## config.mk

```make
export PLATFORM = sky130hd
export DESIGN_NAME = clock_control
export DESIGN_NICKNAME = d
export VERILOG_FILES = /design/src/core/osc_pkg.sv /design/src/core/pll_link_if.sv /design/src/core/clock_control.sv /design/src/core/pll_multiplier.sv
export VERILOG_INCLUDE_DIRS = /design/src /design/src/core
export SDC_FILE = /design/constraint.sdc
export NUM_CORES = 1
export LEC_CHECK = 0
export BUFFER_PORTS_ARGS = -buffer_cell sky130_fd_sc_hd__buf_2
export CAP_MARGIN = 20
export CORE_UTILIZATION = 35
export CTS_BUF_LIST = sky130_fd_sc_hd__clkbuf_8
export DETAILED_ROUTE_END_ITERATION = 8
export GPL_TIMING_DRIVEN = 0
export PLACE_DENSITY_LB_ADDON = 0.15
export SKIP_CTS_REPAIR_TIMING = 1
export SLEW_MARGIN = 20
export SYNTH_ARGS = -nofsm -noshare
export SYNTH_HDL_FRONTEND = slang
export SYNTH_SLANG_ARGS = --single-unit
```

## constraint.sdc

```tcl
create_clock -name ref_clk -period 2.3 [get_ports ref_clk]
set_clock_uncertainty 0.15 [all_clocks]
set_input_delay 0.46 -clock ref_clk [delete_from_list [all_inputs] [get_ports ref_clk]]
set_output_delay 0.46 -clock ref_clk [all_outputs]
set_load 0.03 [all_outputs]
```

## src/core/osc_defines.svh

```systemverilog
`ifndef OSC_DEFINES_SVH
`define OSC_DEFINES_SVH

// register offsets
`define PLL_TUNING_CONTROL_OFS 8'h00
`define CLOCK_SELECT_CONTROL_OFS 8'h01
`define FEATURE_ENABLE_OFS 8'h02
`define CLOCK_STATUS_OFS 8'h03

// field positions
`define MULTIPLIER_ENABLE_BIT 6
`define CLK_SEL_LSB 0
`define CLK_SEL_MSB 1
`define PRIMARY_READY_BIT 3
`define OVERSPEED_BIT 4
`define FAILSAFE_EN_BIT 0
`define WATCHDOG_EN_BIT 1
`define TWO_SPEED_EN_BIT 2
`define DEFAULT_SOURCE_BIT 2

// reset values
`define PLL_TUNING_CONTROL_RST 8'h00
`define CLK_SEL_RST 2'h0
`define FEATURE_ENABLE_RST 3'h0
`define OSC_CONFIG_RST 3'h4

// clock select codes
`define CLK_SEL_DEFAULT 2'h0
`define CLK_SEL_SECONDARY 2'h1
`define CLK_SEL_PRIMARY 2'h2
`define CLK_SEL_INTERNAL 2'h3

// timing
`define REF_CLK_HZ 200_000_000
`define INT_OSC_HZ 31_000
`define INT_OSC_CYCLES (`REF_CLK_HZ / `INT_OSC_HZ)
`define MAX_SYS_CLK_HZ 40_000_000
`define MIN_TICK_CYCLES ((`REF_CLK_HZ + `MAX_SYS_CLK_HZ - 1) / `MAX_SYS_CLK_HZ)
`define PLL_FACTOR 4
`define MIN_SRC_PERIOD (`PLL_FACTOR * `MIN_TICK_CYCLES)
`define CONFIG_LOAD_TICKS 8
`define OSC_STARTUP_EDGES 1024

`endif

```

## src/core/osc_pkg.sv

```systemverilog
`include "osc_defines.svh"

package osc_pkg;

	typedef enum logic [1:0] {
		FAST_CRYSTAL_MODE,
		FAST_CRYSTAL_MULTIPLIED_MODE,
		EXTERNAL_CLOCK_MODE,
		EXTERNAL_CLOCK_MULTIPLIED_MODE
	} osc_mode_e;

	typedef enum logic [1:0] {
		SRC_PRIMARY,
		SRC_SECONDARY,
		SRC_INTERNAL
	} clk_src_e;

	typedef enum logic [1:0] {
		ST_CONFIG_LOAD,
		ST_STARTUP,
		ST_RUN,
		ST_SLEEP
	} ctl_state_e;

	function automatic logic isMultiplied(input osc_mode_e mode);
		isMultiplied = (mode == FAST_CRYSTAL_MULTIPLIED_MODE) ||
			(mode == EXTERNAL_CLOCK_MULTIPLIED_MODE);
	endfunction

	function automatic logic isExternal(input osc_mode_e mode);
		isExternal = (mode == EXTERNAL_CLOCK_MODE) ||
			(mode == EXTERNAL_CLOCK_MULTIPLIED_MODE);
	endfunction

	function automatic clk_src_e decodeSource(input logic [1:0] sel,
		input logic defaultSource);
		if (sel == `CLK_SEL_INTERNAL) begin
			decodeSource = SRC_INTERNAL;
		end else if (sel == `CLK_SEL_PRIMARY) begin
			decodeSource = SRC_PRIMARY;
		end else if (sel == `CLK_SEL_SECONDARY) begin
			decodeSource = SRC_SECONDARY;
		end else begin
			decodeSource = defaultSource ? SRC_PRIMARY : SRC_INTERNAL;
		end
	endfunction

endpackage

```

## src/core/pll_link_if.sv

```systemverilog
`timescale 1ns/100ps

interface pll_link_if;
	logic enable;
	logic srcTick;
	logic multTick;
	logic locked;
	logic overspeed;

	modport ctrl(output enable, output srcTick,
		input multTick, input locked, input overspeed);
	modport pll(input enable, input srcTick,
		output multTick, output locked, output overspeed);
endinterface

```

## src/core/clock_control.sv

```systemverilog
// Functional notes
// five modes: crystal, crystal x4, external, external x4, internal 31 kHz
// config field picks primary mode; internal by software or default
// external modes skip oscillator start-up wait at reset and wake
// plain external mode drives source divided by four on out pin
// crystal mode with external clock gives no divided output
// multiplied modes run four times source; if that would exceed 40 MHz, the source runs unmultiplied
// tuning register bit 6 enables multiplier, resets to zero
// multiplier enable exists only in multiplied modes, else reads zero
// tuning register bit 7 and bits 5 to 0 read zero
// internal oscillator runs from power-up through configuration load
// internal oscillator runs when selected or monitor, watchdog, two-speed on
// config bit can make internal oscillator the start-up clock
// select 00 picks internal when default bit 0, primary when 1
// two-bit clock select clears on reset; 11 int, 10 pri, 01 sec
// primary path uses multiplier only in multiplied mode with enable set
`timescale 1ns/100ps
`include "osc_defines.svh"

module clock_control import osc_pkg::*; #(
	parameter int unsigned INT_OSC_CYCLES = `INT_OSC_CYCLES,
	parameter int unsigned CONFIG_LOAD_TICKS = `CONFIG_LOAD_TICKS,
	parameter int unsigned OSC_STARTUP_EDGES = `OSC_STARTUP_EDGES
) (
	// clock and reset
	input logic ref_clk,
	input logic rst_n,
	// oscillator pins
	input logic oscillatorInPin,
	input logic oscillatorOutPinIn,
	output logic oscillatorOutPin,
	output logic oscillatorOutPinOeN,
	// secondary oscillator
	input logic secondaryOscTick,
	// non-volatile configuration
	input logic [2:0] oscillatorConfig,
	// power management
	input logic sleepRequest,
	input logic wakeEvent,
	// register port
	input logic [7:0] regAddr,
	input logic [7:0] regWrData,
	input logic regWrite,
	input logic regRead,
	output logic [7:0] regRdData,
	// clock outputs
	output logic sysClkTick,
	output logic [1:0] activeSource,
	output logic internalOscEnable,
	output logic primaryReady,
	output logic multiplierActive
);

	pll_link_if pllLink();

	ctl_state_e state;
	ctl_state_e next_state;
	logic [2:0] loadedConfig;
	osc_mode_e mode;
	logic defaultSourceConfig;
	logic multiplierEnable;
	logic [1:0] systemClockSelect;
	logic failSafeEn;
	logic watchdogEn;
	logic twoSpeedEn;
	clk_src_e selectedSource;
	clk_src_e next_source;
	logic oscInPrev;
	logic srcTick;
	logic [15:0] intOscCnt;
	logic intTick;
	logic [15:0] cfgCnt;
	logic cfgDone;
	logic [15:0] startupCnt;
	logic startupDone;
	logic [1:0] divCnt;
	logic usePll;
	logic primaryTick;
	logic next_sysTick;
	logic wrPll;
	logic wrSelect;
	logic wrFeature;
	logic [7:0] next_rdData;

	assign mode = osc_mode_e'(loadedConfig[1:0]);
	assign defaultSourceConfig = loadedConfig[`DEFAULT_SOURCE_BIT];

	// source edge detect
	always_ff @(posedge ref_clk or negedge rst_n) begin
		if (!rst_n) begin
			oscInPrev <= 1'b0;
		end else begin
			oscInPrev <= oscillatorInPin;
		end
	end

	assign srcTick = oscillatorInPin && !oscInPrev && (state != ST_SLEEP);

	// internal oscillator enable
	always_comb begin
		internalOscEnable = (state == ST_CONFIG_LOAD) ||
			(selectedSource == SRC_INTERNAL) ||
			failSafeEn || watchdogEn || twoSpeedEn;
	end

	// internal 31 kHz oscillator
	always_ff @(posedge ref_clk or negedge rst_n) begin
		if (!rst_n) begin
			intOscCnt <= 16'h0000;
		end else if (!internalOscEnable) begin
			intOscCnt <= 16'h0000;
		end else if (intOscCnt == 16'(INT_OSC_CYCLES - 1)) begin
			intOscCnt <= 16'h0000;
		end else begin
			intOscCnt <= intOscCnt + 16'h0001;
		end
	end

	assign intTick = internalOscEnable &&
		(intOscCnt == 16'(INT_OSC_CYCLES - 1));

	// configuration load counter, clocked by internal ticks
	always_ff @(posedge ref_clk or negedge rst_n) begin
		if (!rst_n) begin
			cfgCnt <= 16'h0000;
		end else if (state == ST_CONFIG_LOAD && intTick) begin
			cfgCnt <= cfgCnt + 16'h0001;
		end
	end

	assign cfgDone = (state == ST_CONFIG_LOAD) && intTick &&
		(cfgCnt == 16'(CONFIG_LOAD_TICKS - 1));

	// configuration capture at end of load
	always_ff @(posedge ref_clk or negedge rst_n) begin
		if (!rst_n) begin
			loadedConfig <= `OSC_CONFIG_RST;
		end else if (cfgDone) begin
			loadedConfig <= oscillatorConfig;
		end
	end

	// oscillator start-up counter, crystal modes only
	always_ff @(posedge ref_clk or negedge rst_n) begin
		if (!rst_n) begin
			startupCnt <= 16'h0000;
		end else if (state != ST_STARTUP) begin
			startupCnt <= 16'h0000;
		end else if (srcTick) begin
			startupCnt <= startupCnt + 16'h0001;
		end
	end

	assign startupDone = srcTick &&
		(startupCnt == 16'(OSC_STARTUP_EDGES - 1));

	// control state machine
	always_comb begin
		next_state = state;
		case (state)
			ST_CONFIG_LOAD: begin
				if (cfgDone) begin
					if (isExternal(osc_mode_e'(oscillatorConfig[1:0]))) begin
						next_state = ST_RUN;
					end else begin
						next_state = ST_STARTUP;
					end
				end
			end
			ST_STARTUP: begin
				if (sleepRequest) begin
					next_state = ST_SLEEP;
				end else if (startupDone) begin
					next_state = ST_RUN;
				end
			end
			ST_RUN: begin
				if (sleepRequest) begin
					next_state = ST_SLEEP;
				end
			end
			ST_SLEEP: begin
				if (wakeEvent) begin
					if (isExternal(mode)) begin
						next_state = ST_RUN;
					end else begin
						next_state = ST_STARTUP;
					end
				end
			end
			default: begin
				next_state = ST_CONFIG_LOAD;
			end
		endcase
	end

	always_ff @(posedge ref_clk or negedge rst_n) begin
		if (!rst_n) begin
			state <= ST_CONFIG_LOAD;
		end else begin
			state <= next_state;
		end
	end

	assign primaryReady = (state == ST_RUN);

	// register write decode
	always_comb begin
		wrPll = 1'b0;
		wrSelect = 1'b0;
		wrFeature = 1'b0;
		if (regWrite && regAddr == `PLL_TUNING_CONTROL_OFS) begin
			wrPll = 1'b1;
		end else if (regWrite && regAddr == `CLOCK_SELECT_CONTROL_OFS) begin
			wrSelect = 1'b1;
		end else if (regWrite && regAddr == `FEATURE_ENABLE_OFS) begin
			wrFeature = 1'b1;
		end
	end

	// multiplier enable bit
	always_ff @(posedge ref_clk or negedge rst_n) begin
		if (!rst_n) begin
			multiplierEnable <= 1'b0;
		end else if (!isMultiplied(mode) || state == ST_CONFIG_LOAD) begin
			multiplierEnable <= 1'b0;
		end else if (wrPll) begin
			multiplierEnable <= regWrData[`MULTIPLIER_ENABLE_BIT];
		end
	end

	// system clock select
	always_ff @(posedge ref_clk or negedge rst_n) begin
		if (!rst_n) begin
			systemClockSelect <= `CLK_SEL_RST;
		end else if (wrSelect) begin
			systemClockSelect <= regWrData[`CLK_SEL_MSB:`CLK_SEL_LSB];
		end
	end

	// feature enables
	always_ff @(posedge ref_clk or negedge rst_n) begin
		if (!rst_n) begin
			{twoSpeedEn, watchdogEn, failSafeEn} <= `FEATURE_ENABLE_RST;
		end else if (wrFeature) begin
			failSafeEn <= regWrData[`FAILSAFE_EN_BIT];
			watchdogEn <= regWrData[`WATCHDOG_EN_BIT];
			twoSpeedEn <= regWrData[`TWO_SPEED_EN_BIT];
		end
	end

	// source selection
	always_comb begin
		if (state == ST_CONFIG_LOAD) begin
			next_source = SRC_INTERNAL;
		end else begin
			next_source = decodeSource(systemClockSelect,
				defaultSourceConfig);
		end
	end

	always_ff @(posedge ref_clk or negedge rst_n) begin
		if (!rst_n) begin
			selectedSource <= SRC_INTERNAL;
		end else begin
			selectedSource <= next_source;
		end
	end

	assign activeSource = 2'(selectedSource);

	// frequency multiplier
	assign pllLink.enable = isMultiplied(mode) && multiplierEnable;
	assign pllLink.srcTick = srcTick;

	pll_multiplier u_pll (
		.ref_clk(ref_clk),
		.rst_n(rst_n),
		.link(pllLink)
	);

	assign usePll = pllLink.enable && pllLink.locked &&
		!pllLink.overspeed;
	assign primaryTick = usePll ? pllLink.multTick : srcTick;

	always_ff @(posedge ref_clk or negedge rst_n) begin
		if (!rst_n) begin
			multiplierActive <= 1'b0;
		end else begin
			multiplierActive <= usePll;
		end
	end

	// system clock tick
	always_comb begin
		next_sysTick = 1'b0;
		case (state)
			ST_CONFIG_LOAD: begin
				next_sysTick = intTick;
			end
			ST_SLEEP: begin
				next_sysTick = 1'b0;
			end
			default: begin
				case (selectedSource)
					SRC_PRIMARY: begin
						if (primaryReady) begin
							next_sysTick = primaryTick;
						end else begin
							next_sysTick = twoSpeedEn && intTick;
						end
					end
					SRC_SECONDARY: begin
						next_sysTick = secondaryOscTick;
					end
					default: begin
						next_sysTick = intTick;
					end
				endcase
			end
		endcase
	end

	always_ff @(posedge ref_clk or negedge rst_n) begin
		if (!rst_n) begin
			sysClkTick <= 1'b0;
		end else begin
			sysClkTick <= next_sysTick;
		end
	end

	// divide-by-four output, plain external mode only
	always_ff @(posedge ref_clk or negedge rst_n) begin
		if (!rst_n) begin
			divCnt <= 2'h0;
		end else if (mode != EXTERNAL_CLOCK_MODE || state == ST_SLEEP) begin
			divCnt <= 2'h0;
		end else if (srcTick) begin
			divCnt <= divCnt + 2'h1;
		end
	end

	always_ff @(posedge ref_clk or negedge rst_n) begin
		if (!rst_n) begin
			oscillatorOutPin <= 1'b0;
			oscillatorOutPinOeN <= 1'b1;
		end else begin
			oscillatorOutPin <= divCnt[1];
			oscillatorOutPinOeN <= !(mode == EXTERNAL_CLOCK_MODE &&
				state != ST_CONFIG_LOAD && state != ST_SLEEP);
		end
	end

	// register read decode
	always_comb begin
		next_rdData = 8'h00;
		if (regAddr == `PLL_TUNING_CONTROL_OFS) begin
			next_rdData[`MULTIPLIER_ENABLE_BIT] = multiplierEnable;
		end else if (regAddr == `CLOCK_SELECT_CONTROL_OFS) begin
			next_rdData[`CLK_SEL_MSB:`CLK_SEL_LSB] = systemClockSelect;
			next_rdData[`PRIMARY_READY_BIT] = primaryReady;
			next_rdData[`OVERSPEED_BIT] = pllLink.overspeed;
		end else if (regAddr == `FEATURE_ENABLE_OFS) begin
			next_rdData[`FAILSAFE_EN_BIT] = failSafeEn;
			next_rdData[`WATCHDOG_EN_BIT] = watchdogEn;
			next_rdData[`TWO_SPEED_EN_BIT] = twoSpeedEn;
		end else if (regAddr == `CLOCK_STATUS_OFS) begin
			next_rdData = {oscillatorOutPinIn, activeSource,
				internalOscEnable, loadedConfig, 1'b0};
		end
	end

	always_ff @(posedge ref_clk or negedge rst_n) begin
		if (!rst_n) begin
			regRdData <= 8'h00;
		end else if (regRead) begin
			regRdData <= next_rdData;
		end else begin
			regRdData <= 8'h00;
		end
	end

endmodule

```

## src/core/pll_multiplier.sv

```systemverilog
`timescale 1ns/100ps
`include "osc_defines.svh"

module pll_multiplier import osc_pkg::*; (
	// clock and reset
	input logic ref_clk,
	input logic rst_n,
	// link to the clock controller
	pll_link_if.pll link
);

	logic [15:0] periodCnt;
	logic [15:0] lastPeriod;
	logic [15:0] stepCnt;
	logic [1:0] edgesSeen;
	logic [15:0] step;

	assign step = lastPeriod >> 2;

	// source period measurement
	always_ff @(posedge ref_clk or negedge rst_n) begin
		if (!rst_n) begin
			periodCnt <= 16'h0000;
			lastPeriod <= 16'h0000;
			edgesSeen <= 2'h0;
		end else if (!link.enable) begin
			periodCnt <= 16'h0000;
			edgesSeen <= 2'h0;
		end else if (link.srcTick) begin
			periodCnt <= 16'h0001;
			lastPeriod <= periodCnt;
			if (edgesSeen != 2'h2) begin
				edgesSeen <= edgesSeen + 2'h1;
			end
		end else if (periodCnt != 16'hffff) begin
			periodCnt <= periodCnt + 16'h0001;
		end
	end

	// four output ticks per source period, realigned on each edge
	always_ff @(posedge ref_clk or negedge rst_n) begin
		if (!rst_n) begin
			stepCnt <= 16'h0000;
			link.multTick <= 1'b0;
		end else if (!link.enable || link.srcTick) begin
			stepCnt <= 16'h0001;
			link.multTick <= link.enable && link.locked;
		end else if (stepCnt >= step && step != 16'h0000) begin
			stepCnt <= 16'h0001;
			link.multTick <= link.locked;
		end else begin
			stepCnt <= stepCnt + 16'h0001;
			link.multTick <= 1'b0;
		end
	end

	assign link.locked = (edgesSeen == 2'h2);
	assign link.overspeed = link.locked &&
		(lastPeriod < 16'(`MIN_SRC_PERIOD));

endmodule

```

### Word-level counts from Yosys, hierarchy flattened

Index checks and enable logic that the tools add are counted.

* reductions and logical operators: 43
* $lt $le $gt $ge: 2
* mux-type cells: 52
* $add $sub $neg: 7
* eq/ne operators: 32

Operators with widths (number)
* 16-bit two-way mux: 9
* 16-bit by 1-bit adder with 16-bit output, second input constant: 5
* 2-bit two-way mux: 19
* 2-bit == test, second input constant: 10
* 1-bit logical AND: 17
* 16-bit by 10-bit == test with 1-bit output, second input constant: 1
* 16-bit by 13-bit == test with 1-bit output, second input constant: 1
* 16-bit by 3-bit == test with 1-bit output, second input constant: 1
* 8-bit by 2-bit == test with 1-bit output, second input constant: 2
* 16-bit by 14-bit greater-or-equal comparator with 1-bit output: 1
* 16-bit by 5-bit < comparator with 1-bit output, second input constant: 1
* 8-bit two-way mux: 2
* 16-bit != test, second input constant: 1
* 2-bit != test, second input constant: 8
* 16-bit nonzero test: 1
* 1-bit two-way mux: 15
* 1-bit logical OR: 10
* 2-bit by 1-bit == test with 1-bit output, second input constant: 4
* 8-bit by 1-bit == test with 1-bit output, second input constant: 1
* 8-bit zero test: 1
* 2-bit one-hot mux with 4 select lines: 1
* 2-bit nonzero test: 4
* 3-bit two-way mux: 2
* 6-bit two-way mux: 1
* other kinds (9): 18

* logic and storage cells: 159
* output and inout bits: 16
* register bits after elaboration: 127

### Longest topological paths before layout

* word-level depth: 10
* gate-level depth with buffers: 8

### Cells and area by module

A second synthesis with hierarchy kept.

* cells, all modules: 614
* area, all modules: 6412.4 um^2

By module, submodules not included
* clock_control: area each 3732.3 um^2, seq. area each 1905.6 um^2, cells each 347, times used 1
* pll_multiplier: area each 2680.1 um^2, seq. area each 1226.2 um^2, cells each 267, times used 1

### Worst setup path before layout

No wires, ideal clock.

* path type: reg2reg
* from: reg selectedSource[1], in the netlist activeSource[1]
* to: reg intOscCnt[10]
* setup slack: -0.126 ns
* arrival time: 2.204 ns
* data required time: 2.079 ns
* library setup time: 0.071 ns
* cell stages (with the launch flop): 6
* path through: dfstp_2 -> inv_1 -> o21ai_0 -> nand2_1 -> buf_2 -> nor2_1

* word-level cells in the longest chain between the ends: 6

Ends and longest elaborated chain
* start, declared: RTL line clock_control.sv:66 `clk_src_e selectedSource;`
* start signal, assigned: RTL line clock_control.sv:266 `selectedSource <= next_source;`
* 2-bit == test: RTL line clock_control.sv:102 `(selectedSource == SRC_INTERNAL) ||`
* 1-bit logical OR: RTL line clock_control.sv:101 `internalOscEnable = (state == ST_CONFIG_LOAD) ||`
* 1-bit logical OR: RTL line clock_control.sv:102
* 1-bit logical OR (2 in a row): RTL line clock_control.sv:103 `failSafeEn || watchdogEn || twoSpeedEn;`
* named net internalOscEnable: RTL line clock_control.sv:49 `output logic internalOscEnable,`
* 16-bit two-way mux: RTL line clock_control.sv:110 `end else if (!internalOscEnable) begin`
* end signal, assigned: RTL line clock_control.sv:115 `intOscCnt <= intOscCnt + 16'h0001;`
* end, declared: RTL line clock_control.sv:70 `logic [15:0] intOscCnt;`

The timed path passes the listed nets, and every way through them passes these cells.
A chain may end at the register's enable or synchronous reset.

### Worst setup path in the final report

* from: reg state[0]
* to: reg state[1]

* word-level cells in the longest chain between the ends: 10
* elaborated cells on any way between the ends: 20
* classes of those cells: eq/ne (8); mux (1); reduce/logical (11)

Ends and longest elaborated chain
* start, declared: RTL line clock_control.sv:56 `ctl_state_e state;`
* start signal, assigned: RTL line clock_control.sv:201 `state <= next_state;`
* 2-bit zero test: RTL line clock_control.sv:101, clock_control.sv:131, clock_control.sv:160
* 1-bit logical OR: RTL line clock_control.sv:101
* 1-bit logical OR: RTL line clock_control.sv:102
* 1-bit logical OR (2 in a row): RTL line clock_control.sv:103
* 1-bit logical AND: RTL line clock_control.sv:119 `assign intTick = internalOscEnable &&`
* 1-bit logical AND (2 in a row): RTL line clock_control.sv:131 `assign cfgDone = (state == ST_CONFIG_LOAD) && intTick &&`
* 2-bit != test (no source line)
* 4-bit AND reduction (no source line)

Parallel ways exist; a longest one is shown, timed or not.

==> metrics.txt <==
worst hold stages 2; largest net degree at the start of global routing 72; r2r startpoint state[0]; Worst Slack Setup Final -0.133 ns; io pins 44; post-layout util roughly 42%; Hold EP regRdData[7]; H-tree lvl count 4; Slew HR a little over three fifths; core region area 18000 um^2; worst hold path class primary input to flop; die height around 140 um; routability cong. about 0.82; layout net count between 700 and 800; commonest non-fill, non-tap cell in the layout dfrtp_1; failing checks negative setup slack; crit-path max FO 8; leakage 3.43 nW; R2R setup slack -0.13 ns; Cell Rows 49; Syn Std Cell Area 6410 um^2; Buffers on Ports 39; FF-to-FF End state[1]; Yosys reg bits approximately 130; Worst setup SP type flop; final hold viol count 0; Post-Syn Nets 683; max_cap viols 0; ys flop type dfrtp_1; die area between 15000 and 20000 um^2; ys async rst share 100%; WL final between 10 and 15 mm; Synth Warn # 0; Worst Hold Launch oscillatorOutPinIn; clock transition at the registers of the reported paths roughly 0.08 ns; share of layout cells above drive strength 1 between 20% and 30%; initial antenna violation count 0; number of synthesized flops with an enable pin 0; Worst-Margin Slew 0.551 ns; Clk Latency, worst-skew pair between 0.4 and 0.5 ns; Pwr Density roughly 590 nW/um^2; fmax approximately 0.4 GHz; vias post-DR approximately 4800; Remaining DRCs 0; worst setup path class flop to flop; clock buffer depth 2; sequential cell area fraction in the yosys report 48.9%; CP Capture Type flop; status complete, but fails checks; vias in the first global route roughly 4700; DRT Pass-1 Iters 6; VDD IR max 642 uV; Die W 137 um; DR iter-0 viols 245; # diodes 0; final setup fails 15; antenna-violating nets left 0; Period minus WS final 2.43 ns; Syn Area/Cell 10.2 um^2; drt via density roughly 5.1; commonest non-fill, non-tap cells in the layout 122 x dfrtp_1, 53 x nand2_1, 51 x nor2_1; Critical Path AT ~2.6 ns; total power between 4 and 5 mW; Required @ worst endpoint 2.49 ns; fillers 1754; unique cell type count in the Yosys netlist 60; Sink Count around 130; total grt overflow 0; CTS Buf Count 17; Syn Inst Count between 600 and 700; Root Driver clkbuf_8; RSZ-0062 raised after global routing yes; first-pass GRT wire length roughly 24 mm; reg2reg path depth 7; CTS tree built; DR WL/cell ~15 um; synth-to-layout area growth 19.0%; Post-DP HPWL a little over 10 mm; Final period util 106%; Starting Density about 36%; max-slew violations 0; GRT Total Usage between 10% and 20%
==> metrics by stage <==
stage,area (um^2),hold WS [ns],setup WS (ns),instances,TNS (ns)
finish,7630,0.0534,-0.133,950,-0.752
detailed placement,6930,0.278,-0.442,899,-15.59
global route,7630,0.0273,-0.201,950,-3.16
global placement,6890,0.279,-1.11,898,-148.31
floorplan,6410,0.0144,0.0182,630,0
CTS,7350,-0.174,-0.448,931,-17.56
==> sequential cells by signal, summed over array words and instances (netlist names), 2 cells and up <==
| register | cells |
|---|---|
| loadedConfig | 3 |
| cfgCnt | 16 |
| u_pll.periodCnt | 16 |
| regRdData | 8 |
| activeSource | 2 |
| systemClockSelect | 2 |
| divCnt | 2 |
| u_pll.lastPeriod | 14 |
| state | 2 |
| u_pll.edgesSeen | 2 |
| u_pll.stepCnt | 16 |
| startupCnt | 16 |
| intOscCnt | 16 |
==> synthesized netlist by cell type (3+ instances only) <==
| library cell | number | area share, % |
|---|---|---|
| a211oi_1 | 3 | 0.35 |
| a21oi_1 | 15 | 1.2 |
| a31oi_1 | 3 | 0.29 |
| and2_1 | 19 | 1.9 |
| and3_1 | 11 | 1.1 |
| and4_1 | 13 | 1.8 |
| clkbuf_1 | 12 | 0.70 |
| dfrtp_1 | 122 | 48 |
| dfstp_2 | 3 | 1.2 |
| ha_1 | 25 | 4.9 |
| inv_1 | 33 | 1.9 |
| mux2_2 | 12 | 2.1 |
| mux2i_1 | 3 | 0.47 |
| nand2_1 | 53 | 3.1 |
| nand3_1 | 25 | 2.0 |
| nand4_1 | 25 | 2.4 |
| nor2_1 | 54 | 3.2 |
| nor3_1 | 29 | 2.3 |
| nor3b_1 | 5 | 0.59 |
| nor4_1 | 13 | 1.3 |
| o2111ai_1 | 5 | 0.68 |
| o21ai_0 | 24 | 1.9 |
| or3_1 | 6 | 0.59 |
| xnor2_1 | 41 | 5.6 |
| xor2_1 | 27 | 3.7 |
==> cell type report <==
cell class / count / area, um^2 / share of cell area, %
multi-input combinational: 457 / 3190 / 41.9
buffer: 15 / 91.3 / 1.20
sequential: 125 / 3130 / 41.1
tap: 229 / 287 / 3.76
clock buffer: 22 / 303 / 3.97
inverter: 33 / 124 / 1.62
timing repair buffer: 59 / 384 / 5.04
clock inverter: 10 / 113 / 1.48
==> worst max-delay path: stages (launching register included) <==
cell	delay (ns)
dfrtp_1	0.40
inv_2	0.07
ha_2	0.25
or4_1	0.56
nor4_2	0.18
a311o_1	0.28
o211ai_4	0.11
mux2_4	0.31
==> cells by family after synthesis <==
kind of cell	after synthesis	share of synthesized area, %
muxes	18	3.22
DFF	125	48.9
adders and majority gates	25	4.88
and+or+nand+nor	276	23.7
xor gates and xnor gates	68	9.29
buffers and inverters	48	3.01
AOI/OAI and AO/OA	70	7.07
==> worst max path at each step <==
| stage | slack (ns) | endpoint | cells after the start | from |
|---|---|---|---|---|
| finish | -0.13 | state[1] | 7 | state[0] |
| global placement | -1.11 | intOscCnt[1] | 1 | rst_n |
| CTS | -0.45 | u_pll.stepCnt[9] | 7 | state[0] |
| floorplan | 0.02 | state[0] | 7 | state[0] |
| global route | -0.20 | state[1] | 7 | state[0] |
| detailed placement | -0.44 | u_pll.stepCnt[9] | 7 | state[0] |
==> report_power, final <==
group | switching (mW) | internal, mW | total, mW
combinational | 0.125 | 0.0705 | 0.195
clock | 0.907 | 1.10 | 2.01
sequential | 0.0307 | 2.24 | 2.27
==> layer usage <==
metal	wire [um]	global-route usage (%)	vias up	part of all wire (%)
met3	465	4.82	15	3.2
li1	-	-	2386	-
met2	6740	26.1	75	47
met5	0	0	-	0
met4	160	5.56	0	1.1
met1	7120	22.7	2366	49
Power figures use the tool's default switching activity.
